### config.mk
export PLATFORM = sky130hd
export DESIGN_NAME = fmrs_seq
export DESIGN_NICKNAME = d
export VERILOG_FILES = /design/src/fmrs_pkg.sv /design/src/fmrs_seq.sv /design/src/fmrs_pin_sync.sv /design/src/fmrs_interval.sv
export VERILOG_INCLUDE_DIRS = /design/src /design/src/src
export SDC_FILE = /design/constraint.sdc
export NUM_CORES = 2
export LEC_CHECK = 0
export BUFFER_PORTS_ARGS = -buffer_cell sky130_fd_sc_hd__buf_2
export CAP_MARGIN = 20
export CORE_ASPECT_RATIO = 1.5
export CORE_MARGIN = 2
export CORE_UTILIZATION = 40
export CTS_BUF_LIST = sky130_fd_sc_hd__clkbuf_8
export CTS_CLUSTER_SIZE = 24
export DETAILED_ROUTE_END_ITERATION = 12
export SLEW_MARGIN = 20
export SYNTH_ARGS = -nofsm -noshare
export SYNTH_HDL_FRONTEND = slang
export SYNTH_SLANG_ARGS = --single-unit
### constraint.sdc
create_clock -name clk_sys -period 7.92 [get_ports clk_sys]
set_input_delay 0.792 -clock clk_sys [delete_from_list [all_inputs] [get_ports clk_sys]]
set_output_delay 0.792 -clock clk_sys [all_outputs]
set_load 0.02 [all_outputs]
### src/fmrs_defs.svh
`ifndef FMRS_DEFS_SVH
`define FMRS_DEFS_SVH

// word indices; byte address is four times the index
`define FMRS_IDX_FREQ   4'h0
`define FMRS_IDX_FRACL  4'h1
`define FMRS_IDX_RDIV   4'h2
`define FMRS_IDX_FUNC   4'h3
`define FMRS_IDX_CLK    4'h4
`define FMRS_IDX_DEV    4'h5
`define FMRS_IDX_STEP   4'h6
`define FMRS_IDX_DELAY  4'h7
`define FMRS_IDX_STAT   4'h8
`define FMRS_IDX_DIVLO  4'h9
`define FMRS_IDX_DIVHI  4'ha
`define FMRS_NUM_CFG    4'h8

`define FMRS_REG_RST    32'h0000_0000

// frequency register
`define FMRS_START_BIT  31
`define FMRS_INT_MSB    26
`define FMRS_INT_LSB    15
`define FMRS_FRACH_MSB  14
`define FMRS_FRACH_LSB  3
// lsb fraction register
`define FMRS_FRACL_MSB  27
`define FMRS_FRACL_LSB  15
// divider and clock registers
`define FMRS_STEP_TIMER_DIV_A_MSB   14
`define FMRS_STEP_TIMER_DIV_A_LSB   3
`define FMRS_STEP_TIMER_DIV_B_MSB   18
`define FMRS_STEP_TIMER_DIV_B_LSB   7
`define FMRS_TMODE_MSB  20
`define FMRS_TMODE_LSB  19
`define FMRS_TMODE_RAMP 2'h3
// function register
`define FMRS_WAVE_MSB   11
`define FMRS_WAVE_LSB   10
`define FMRS_WAVE_TRI   0
`define FMRS_WAVE_ONCE  1
// deviation register
`define FMRS_DEV_MSB    18
`define FMRS_DEV_LSB    3
`define FMRS_SHIFT_MSB  22
`define FMRS_SHIFT_LSB  19
`define FMRS_SEL_BIT    23
`define FMRS_DUAL_BIT   24
`define FMRS_FSK_BIT    25
// step register
`define FMRS_STEPS_MSB  22
`define FMRS_STEPS_LSB  3
// delay register
`define FMRS_DLYW_MSB   14
`define FMRS_DLYW_LSB   3
`define FMRS_DLYST_BIT  15
`define FMRS_DLYCK_BIT  16
`define FMRS_GAP_BIT    17
`define FMRS_DLYFL_BIT  18

`endif

### src/fmrs_pkg.sv
package fmrs_pkg;

    typedef enum logic [2:0] {
        ST_IDLE,
        ST_START_DLY,
        ST_RAMP,
        ST_GAP_DLY,
        ST_DONE
    } fmrs_state_t;

endpackage : fmrs_pkg

### src/fmrs_seq.sv
// Operation
// - start bit after waveform select runs waveform
// - hop equals deviation word shifted by shift
// - timer mode 11: hop interval step_timer_div_a times step_timer_div_b
// - triangle sweeps up then down, double period
// - dual-rate bit enables two independent ramp settings
// - deviation select bit picks target deviation set
// - step select bit picks target step count
// - rewriting idle set never disturbs running ramp
// - fsk bit adds second deviation as offset
// - fsk mode ramps set zero, offsets set one
// - keying pin level applies or removes offset
// - delayed start holds off first hop
// - delay clock clear: delay word reference periods
// - delay clock set: word times step_timer_div_a periods
// - gap bit inserts delay between ramp bursts
// - fast lock during first gap delay period
// - dual rate and gap delay work together
// - twenty-bit step count sets hops per segment
// - sawtooth restores base on timeout after last
// - continuous triangle alternates direction until stopped
//
// Our own choices: the Avalon-MM register port and the register addresses.
`timescale 1ns/1ns
`default_nettype none
`include "fmrs_defs.svh"

module fmrs_seq (
    input  wire logic            clk_sys,         // reference clock
    input  wire logic            srst,            // sync reset, active high
    input  wire logic [5:0]      avs_address,     // byte address
    input  wire logic            avs_read,        // read request
    input  wire logic            avs_write,       // write request
    input  wire logic [31:0]     avs_writedata,   // write data
    input  wire logic [3:0]      avs_byteenable,  // byte lanes
    output logic      [31:0]     avs_readdata,    // read data
    output logic                 avs_waitrequest, // stall
    input  wire logic            freqKeyPin,      // frequency_keying pin
    output logic      [36:0]     divValue,        // divider int and fraction
    output logic                 fastLock,        // wide loop request
    output logic                 rampActive,      // sweep in progress
    output fmrs_pkg::fmrs_state_t rampState       // sequencer state
);
    import fmrs_pkg::*;

    ////////////////////////////////////////////////////////////////////////
    // bus slave

    logic        waitReq_q;
    logic        busWr;
    logic        busAcc;
    logic [3:0]  wrIdx;
    logic [31:0] wMask;
    logic [31:0] curWord;
    logic [31:0] merged;
    logic [31:0] regs_q [0:7];

    assign wrIdx  = avs_address[5:2];
    assign busAcc = (avs_read || avs_write) && waitReq_q;
    assign busWr  = avs_write && !waitReq_q;
    assign wMask  = {{8{avs_byteenable[3]}}, {8{avs_byteenable[2]}},
                     {8{avs_byteenable[1]}}, {8{avs_byteenable[0]}}};
    assign curWord = (wrIdx < `FMRS_NUM_CFG) ? regs_q[wrIdx[2:0]]
                                              : 32'h0;
    assign merged = (curWord & ~wMask) | (avs_writedata & wMask);

    // one wait cycle: the request is seen, then released with data
    always_ff @(posedge clk_sys) begin
        if (srst) begin
            waitReq_q <= 1'b1;
        end else if (busAcc) begin
            waitReq_q <= 1'b0;
        end else begin
            waitReq_q <= 1'b1;
        end
    end

    assign avs_waitrequest = waitReq_q;

    always_ff @(posedge clk_sys) begin
        if (srst) begin
            for (int i = 0; i < 8; i++) begin
                regs_q[i] <= `FMRS_REG_RST;
            end
        end else if (busWr && (wrIdx < `FMRS_NUM_CFG)) begin
            regs_q[wrIdx[2:0]] <= merged;
        end
    end

    ////////////////////////////////////////////////////////////////////////
    // field decode

    logic [31:0] r0Now;
    logic [36:0] baseDiv;
    logic [11:0] step_timer_div_a;
    logic [11:0] step_timer_div_b;
    logic [1:0]  tmode;
    logic [1:0]  wave;
    logic        isTri;
    logic        isOnce;
    logic        dualEn;
    logic        fskEn;
    logic [11:0] dlyWord;
    logic        dlyStartEn;
    logic        dlyClkSel;
    logic        gapEn;
    logic        dlyFlEn;
    logic        startWr;
    logic        startBit;
    logic [23:0] hopLimit;
    logic [23:0] dlyLimit;
    logic [11:0] flUnit;
    logic        pairSets;

    assign startWr  = busWr && (wrIdx == `FMRS_IDX_FREQ);
    assign startBit = merged[`FMRS_START_BIT];
    // base taken from the word being written so a start sees it at once
    assign r0Now    = startWr ? merged : regs_q[0];
    assign baseDiv  = {r0Now[`FMRS_INT_MSB:`FMRS_INT_LSB],
                       r0Now[`FMRS_FRACH_MSB:`FMRS_FRACH_LSB],
                       regs_q[1][`FMRS_FRACL_MSB:`FMRS_FRACL_LSB]};

    assign step_timer_div_a       = regs_q[2][`FMRS_STEP_TIMER_DIV_A_MSB:`FMRS_STEP_TIMER_DIV_A_LSB];
    assign wave       = regs_q[3][`FMRS_WAVE_MSB:`FMRS_WAVE_LSB];
    assign isTri      = wave[`FMRS_WAVE_TRI];
    assign isOnce     = wave[`FMRS_WAVE_ONCE];
    assign step_timer_div_b       = regs_q[4][`FMRS_STEP_TIMER_DIV_B_MSB:`FMRS_STEP_TIMER_DIV_B_LSB];
    assign tmode      = regs_q[4][`FMRS_TMODE_MSB:`FMRS_TMODE_LSB];
    assign dualEn     = regs_q[5][`FMRS_DUAL_BIT];
    assign fskEn      = regs_q[5][`FMRS_FSK_BIT];
    assign dlyWord    = regs_q[7][`FMRS_DLYW_MSB:`FMRS_DLYW_LSB];
    assign dlyStartEn = regs_q[7][`FMRS_DLYST_BIT];
    assign dlyClkSel  = regs_q[7][`FMRS_DLYCK_BIT];
    assign gapEn      = regs_q[7][`FMRS_GAP_BIT];
    assign dlyFlEn    = regs_q[7][`FMRS_DLYFL_BIT];

    // ramp set one only drives ramp steps when fsk does not own it
    assign pairSets = dualEn && !fskEn;

    assign hopLimit = step_timer_div_a * step_timer_div_b;
    assign dlyLimit = dlyClkSel ? (dlyWord * step_timer_div_a)
                                : {12'h000, dlyWord};
    assign flUnit   = (dlyClkSel && (step_timer_div_a != 12'h000)) ? step_timer_div_a : 12'h001;

    ////////////////////////////////////////////////////////////////////////
    // two ramp settings, written through the select bit

    logic [15:0] devSet_q   [0:1];
    logic [3:0]  shiftSet_q [0:1];
    logic [19:0] stepSet_q  [0:1];

    always_ff @(posedge clk_sys) begin
        if (srst) begin
            for (int i = 0; i < 2; i++) begin
                devSet_q[i]   <= 16'h0000;
                shiftSet_q[i] <= 4'h0;
            end
        end else if (busWr && (wrIdx == `FMRS_IDX_DEV)) begin
            devSet_q[merged[`FMRS_SEL_BIT]] <=
                merged[`FMRS_DEV_MSB:`FMRS_DEV_LSB];
            shiftSet_q[merged[`FMRS_SEL_BIT]] <=
                merged[`FMRS_SHIFT_MSB:`FMRS_SHIFT_LSB];
        end
    end

    always_ff @(posedge clk_sys) begin
        if (srst) begin
            for (int i = 0; i < 2; i++) begin
                stepSet_q[i] <= 20'h00000;
            end
        end else if (busWr && (wrIdx == `FMRS_IDX_STEP)) begin
            stepSet_q[merged[`FMRS_SEL_BIT]] <=
                merged[`FMRS_STEPS_MSB:`FMRS_STEPS_LSB];
        end
    end

    ////////////////////////////////////////////////////////////////////////
    // timers and keying pin

    fmrs_state_t state_q;
    logic        hopTick;
    logic        dlyTick;
    logic        keyed;
    logic        inDly;

    assign inDly = (state_q == ST_START_DLY) || (state_q == ST_GAP_DLY);

    fmrs_interval hopTimer (
        .clk_sys (clk_sys),
        .srst    (srst),
        .clear   (startWr),
        .run     ((state_q == ST_RAMP) &&
                  (tmode == `FMRS_TMODE_RAMP)),
        .limit   (hopLimit),
        .tick    (hopTick)
    );

    fmrs_interval dlyTimer (
        .clk_sys (clk_sys),
        .srst    (srst),
        .clear   (startWr),
        .run     (inDly),
        .limit   (dlyLimit),
        .tick    (dlyTick)
    );

    fmrs_pin_sync keySync (
        .clk_sys (clk_sys),
        .srst    (srst),
        .pinIn   (freqKeyPin),
        .level   (keyed)
    );

    ////////////////////////////////////////////////////////////////////////
    // sequencer

    logic               dirUp_q;
    logic               seg_q;
    logic [19:0]        stepCnt_q;
    logic [15:0]        curDev_q;
    logic [3:0]         curShift_q;
    logic [19:0]        curSteps_q;
    logic [36:0]        acc_q;
    logic signed [36:0] devExt;
    logic signed [36:0] stepAmt;
    logic               segDone;
    logic               seg1Idx;

    assign devExt  = {{21{curDev_q[15]}}, curDev_q};
    assign stepAmt = devExt <<< curShift_q;
    assign segDone = (stepCnt_q == curSteps_q);
    assign seg1Idx = pairSets;

    // settings are latched per segment, so the idle set may be rewritten
    always_ff @(posedge clk_sys) begin
        if (srst) begin
            state_q    <= ST_IDLE;
            dirUp_q    <= 1'b1;
            seg_q      <= 1'b0;
            stepCnt_q  <= 20'h00000;
            curDev_q   <= 16'h0000;
            curShift_q <= 4'h0;
            curSteps_q <= 20'h00000;
            acc_q      <= 37'h0;
        end else if (startWr) begin
            acc_q     <= baseDiv;
            stepCnt_q <= 20'h00000;
            dirUp_q   <= 1'b1;
            seg_q     <= 1'b0;
            if (startBit) begin
                curDev_q   <= devSet_q[0];
                curShift_q <= shiftSet_q[0];
                curSteps_q <= stepSet_q[0];
                if (dlyStartEn && (dlyLimit != 24'h0)) begin
                    state_q <= ST_START_DLY;
                end else begin
                    state_q <= ST_RAMP;
                end
            end else begin
                state_q <= ST_IDLE;
            end
        end else begin
            case (state_q)
                ST_START_DLY, ST_GAP_DLY: begin
                    if (dlyTick) begin
                        state_q <= ST_RAMP;
                    end
                end
                ST_RAMP: begin
                    if (hopTick && !segDone) begin
                        if (dirUp_q) begin
                            acc_q <= acc_q + stepAmt;
                        end else begin
                            acc_q <= acc_q - stepAmt;
                        end
                        stepCnt_q <= stepCnt_q + 20'h00001;
                    end else if (hopTick && isTri && dirUp_q) begin
                        dirUp_q    <= 1'b0;
                        seg_q      <= 1'b1;
                        stepCnt_q  <= 20'h00000;
                        curDev_q   <= devSet_q[seg1Idx];
                        curShift_q <= shiftSet_q[seg1Idx];
                        curSteps_q <= stepSet_q[seg1Idx];
                    end else if (hopTick && !isTri && pairSets &&
                                 !seg_q) begin
                        seg_q      <= 1'b1;
                        stepCnt_q  <= 20'h00000;
                        curDev_q   <= devSet_q[1];
                        curShift_q <= shiftSet_q[1];
                        curSteps_q <= stepSet_q[1];
                    end else if (hopTick) begin
                        // end of burst
                        if (!isTri) begin
                            acc_q <= baseDiv;
                        end
                        dirUp_q    <= 1'b1;
                        seg_q      <= 1'b0;
                        stepCnt_q  <= 20'h00000;
                        curDev_q   <= devSet_q[0];
                        curShift_q <= shiftSet_q[0];
                        curSteps_q <= stepSet_q[0];
                        if (isOnce) begin
                            state_q <= ST_DONE;
                        end else if (gapEn && (dlyLimit != 24'h0)) begin
                            state_q <= ST_GAP_DLY;
                        end
                    end
                end
                ST_IDLE, ST_DONE: begin
                    state_q <= state_q;
                end
                default: begin
                    state_q <= ST_IDLE;
                end
            endcase
        end
    end

    ////////////////////////////////////////////////////////////////////////
    // fast lock over the first delay-clock period of a gap

    logic [11:0] flCnt_q;
    logic        fastLock_q;
    logic        gapEnter;

    assign gapEnter = (state_q == ST_RAMP) && hopTick && segDone &&
                      !(isTri && dirUp_q) &&
                      !(!isTri && pairSets && !seg_q) &&
                      !isOnce && gapEn && (dlyLimit != 24'h0) && !startWr;

    always_ff @(posedge clk_sys) begin
        if (srst || startWr) begin
            fastLock_q <= 1'b0;
            flCnt_q    <= 12'h000;
        end else if (gapEnter) begin
            fastLock_q <= dlyFlEn;
            flCnt_q    <= 12'h000;
        end else if (fastLock_q) begin
            if ((flCnt_q + 12'h001 >= flUnit) || (state_q != ST_GAP_DLY)) begin
                fastLock_q <= 1'b0;
            end
            flCnt_q <= flCnt_q + 12'h001;
        end
    end

    assign fastLock = fastLock_q;

    ////////////////////////////////////////////////////////////////////////
    // divider output with keyed offset

    logic signed [36:0] fskOfs;
    logic        [36:0] divValue_q;

    // fsk offset always comes from the second deviation set
    assign fskOfs = {{21{devSet_q[1][15]}}, devSet_q[1]} <<< shiftSet_q[1];

    always_ff @(posedge clk_sys) begin
        if (srst) begin
            divValue_q <= 37'h0;
        end else if (fskEn && keyed) begin
            divValue_q <= acc_q + fskOfs;
        end else begin
            divValue_q <= acc_q;
        end
    end

    assign divValue = divValue_q;

    logic rampActive_q;

    always_ff @(posedge clk_sys) begin
        if (srst) begin
            rampActive_q <= 1'b0;
        end else begin
            rampActive_q <= inDly || (state_q == ST_RAMP);
        end
    end

    assign rampActive = rampActive_q;
    assign rampState  = state_q;

    ////////////////////////////////////////////////////////////////////////
    // read path

    logic [31:0] rdData_q;
    logic [31:0] statusWord;

    assign statusWord = {stepCnt_q, 5'h00, keyed, fastLock_q, dirUp_q,
                         seg_q, 3'(state_q)};

    always_ff @(posedge clk_sys) begin
        if (srst) begin
            rdData_q <= 32'h0;
        end else if (busAcc && avs_read) begin
            if (wrIdx < `FMRS_NUM_CFG) begin
                rdData_q <= regs_q[wrIdx[2:0]];
            end else if (wrIdx == `FMRS_IDX_STAT) begin
                rdData_q <= statusWord;
            end else if (wrIdx == `FMRS_IDX_DIVLO) begin
                rdData_q <= divValue_q[31:0];
            end else if (wrIdx == `FMRS_IDX_DIVHI) begin
                rdData_q <= {27'h0, divValue_q[36:32]};
            end else begin
                rdData_q <= 32'h0;
            end
        end
    end

    assign avs_readdata = rdData_q;

endmodule : fmrs_seq

`default_nettype wire

### src/fmrs_pin_sync.sv
`timescale 1ns/1ns
`default_nettype none

module fmrs_pin_sync (
    input  wire logic clk_sys, // system clock
    input  wire logic srst,    // sync reset, active high
    input  wire logic pinIn,   // asynchronous pin
    output logic      level    // filtered level
);

    logic [2:0] sh_q;

    always_ff @(posedge clk_sys) begin
        if (srst) begin
            sh_q <= 3'h0;
        end else begin
            sh_q <= {sh_q[1:0], pinIn};
        end
    end

    // a change counts only once stages two and three agree
    always_ff @(posedge clk_sys) begin
        if (srst) begin
            level <= 1'b0;
        end else if (sh_q[1] == sh_q[2]) begin
            level <= sh_q[2];
        end
    end

endmodule : fmrs_pin_sync

`default_nettype wire

### src/fmrs_interval.sv
`timescale 1ns/1ns
`default_nettype none

module fmrs_interval (
    input  wire logic        clk_sys, // system clock
    input  wire logic        srst,    // sync reset, active high
    input  wire logic        clear,   // restart count
    input  wire logic        run,     // count enable
    input  wire logic [23:0] limit,   // cycles per tick, 0 = never
    output logic             tick     // one-cycle pulse per interval
);

    logic [23:0] cnt_q;

    assign tick = run && (limit != 24'h0) && (cnt_q == limit - 24'h1);

    always_ff @(posedge clk_sys) begin
        if (srst || clear || !run || tick) begin
            cnt_q <= 24'h0;
        end else begin
            cnt_q <= cnt_q + 24'h1;
        end
    end

endmodule : fmrs_interval

`default_nettype wire

==> metrics <==
most frequent cells in the layout nor2_1 (579), nand2_1 (384), edfxtp_1 (336), inv_1 (319), a21oi_1 (263); initial antenna violation count 4; Clock Power Share 34.3%; Detail Route Antenna Nets 0; largest cells by area after synthesis edfxtp_1 (23%), dfxtp_1 (11%), fa_1 (9.3%), ha_1 (6.2%), nor2_1 (5.0%); Placed Cells 6092; Final Max Tran Viols 0; Via density approximately 5.7; critical path arrival between 8000 and 9000 ps; Avg Cell Area, Syn 9.32 um2; clk slew on worst S/H paths approximately 60 ps; DRC violations left 0; Synth Cell Area 43600 um2; top_reg_cell synth edfxtp_1; fin crit share a little under 100%; crit path capture type flip-flop; fraction of layout instances using a drive strength above 1 14.0%; placement-stage worst setup slack -3.27 ps; Syn Nets 5142; slowest stage delay, CP about 670 ps; Async S/R FF share, synth 0%; IO Port Bufs 119; Worst setup startpoint regs_q[2][8]; share of power burned in registers 40.2%; Initial Util 40.2%; Area Overhead vs Synth 11.5%; fill cell total of the finished layout approximately 10000; commonest non-fill, non-tap cell in the layout nor2_1; Hold Crit Class primary input to flip-flop; Pwr Total 8.18 mW; max_cap viols 0; Pwr Density around 170 nW/um2; sw frac 33.0%; Num CTS Buffers 92; die area 112000 um2; GR Util All Layers between 20% and 30%; Row Count roughly 150; sequential share of the synthesized area 34.1%; CP Max Fanout 18; Crit path max-delay family adder cells; io pins 122; worst r2r src regs_q[2][8]; TritonRoute pass-1 iters 6; Post-DP HPWL 108 mm; final WL 144 mm; Initial DRC Count 2857; status complete, no violations; Layout Cells excl Fill ~6300; cell internal pwr roughly 5.5 mW; combinational share of power 25.5%; largest area contributor in the netlist edfxtp_1; Routed WL per cell 22.9 um; crit path max-delay cell type or4b_2; static leakage 19.5 nW; largest net degree at the start of global routing 71; #FFs+latches synth between 500 and 600; Cells after Synth 4676; TritonCTS clock tree built; Post-synth EDFFs 336; f_max roughly 130 MHz; Setup crit start kind flip-flop; Max IR drop VDD approximately 0.15 mV; post-synth top area share 23.1%; worst path bufs/invs 7; hold bufs inserted after CTS 0; Die Ht 408 um; core area 108000 um2; gr ovfl total 0; number of global-route vias before repair roughly 36000; Clock Sinks around 570; Slew @ Worst Pin 1130 ps; HP Start avs_read; GP Congestion 0.933; CP dominant cell by count fa_1; first-pass GRT wire length 218 mm; via count 36045; WS Path Type flip-flop to flip-flop; distinct cell type count after synthesis 97; skew final 63.0 ps; Worst EP required 8580 ps; TNS Setup 0 ps; Longest Clk Path Bufs 3; worst setup margin 274 ps; Final Hold Fails 0; die width between 200 and 300 um; clock root buffer clkbuf_8; Switch Pwr 2.70 mW; Slew HR 24.7%; Final setup viols 0; Final nets around 5300; reg2reg setup slack about 270 ps; WHS about 210 ps; H-tree levels 3; min cycle time layout about 7600 ps; count of warnings emitted by yosys 0; Worst-Skew Late Latency 800 ps
==> power by group through the flow <==
stage          sequential [mW]  combinational [mW]  clock, mW
2_1_floorplan             3.34                1.46          0
4_1_cts                   3.29                2.04       2.85
3_5_place_dp              3.35                2.03          0
6_report                  3.29                2.09       2.80
5_1_grt                   3.29                2.32       2.95
3_3_place_gp              3.35                2.01          0
==> worst register-to-register path, cell delays in order (launching register included) <==
cell and delay, ps:
edfxtp_1 510, buf_4 200, buf_4 170, buf_4 160
and2_1 140, fa_1 470, inv_1 50, fa_1 490
fa_1 570, fa_1 430, fa_1 490, inv_1 40
ha_1 400, and2_1 280, a21oi_1 120, or4b_2 670
a32oi_2 290, mux2_2 410, nor4b_1 150, buf_4 160
and2_1 180, a2111oi_1 400, o2111ai_1 320, nand2_1 220
buf_12 170, nor2_1 50
==> final cells by class <==
type	instances	area [um2]	area share (%)
antenna	1	2.50	0.00515
inverter	304	1140	2.35
tap	1425	1780	3.67
clock inverter	66	514	1.06
multi-input combinational	3498	26600	54.8
timing repair buffer	325	2230	4.59
clock buffer	105	1450	2.97
sequential	574	14900	30.6
==> registers in the layout, summed over array words and instances, names as in the netlist, 24 cells and up <==
register,count
divValue,37
dlyTimer.cnt_q,24
hopTimer.cnt_q,24
devSet_q,32
stepSet_q,40
acc_q,37
regs_q,256
avs_readdata,32
==> path summary, 6_finish.rpt <==
path,end,cells after the start
worst min register to register,keySync.sh_q[1],1
worst max register to register,dlyTimer.cnt_q[7],25
worst max-delay path,dlyTimer.cnt_q[7],25
worst min-delay path,avs_waitrequest,2
==> cell families (layout without fill, tap and decap cells) <==
logic type	count (synthesis)	after routing	share of synthesized area, %
and+or+nand+nor	1728	1728	19.0
AOI/OAI and AO/OA	859	859	13.2
buffers and inverters	604	800	5.27
DFF	574	574	34.1
adders and majority gates	419	419	15.5
xor gates and xnor gates	270	270	5.46
muxes	222	222	7.51
other	0	1	0
==> stage by stage <==
step | utilization (%) | area, um2
after detailed placement | 42.7 | 46200
final | 44.9 | 48600
after floorplan | - | 43600
after global placement | 42.7 | 46200
after global routing | 44.9 | 48600
after CTS | 44.5 | 48200
==> metal layers <==
layer / routed length [um] / track usage [%] / up-vias
met2: 72200 / 45.2 / 1312
met4: 9690 / 15.7 / 2
li1: - / - / 16640
met5: 8 / 0 / -
met3: 10100 / 4.41 / 366
met1: 52200 / 28.9 / 17725
==> synthesized netlist by cell type (21+ instances only) <==
cell        n
and3_1     38
nand4_1    37
a211oi_1   54
nor3_1    153
mux2i_1   120
a21oi_1   265
a21o_1     63
o211ai_1   41
xnor2_1   151
edfxtp_1  336
ha_1      217
a32o_1     21
nand2b_1   31
inv_1     301
clkbuf_1  247
dfxtp_1   238
a31oi_1    58
nor2_1    580
xor2_1    118
nor2b_1    38
and2_1    232
fa_1      202
o21ai_0   126
mux4_2     82
or2_2      42
nand2_1   387
buf_1      35
nand3_1    78
a22oi_1    27
==> what timing repair did <==
item | 4_1_cts | 5_1_grt
gates resized for setup | 0 | 31
setup buffers | 5 | 29
endpoints found under the setup margin | 9 | 161
pin swaps | 0 | 3
cloned | 0 | 0
(Power assumes the default switching activity.)
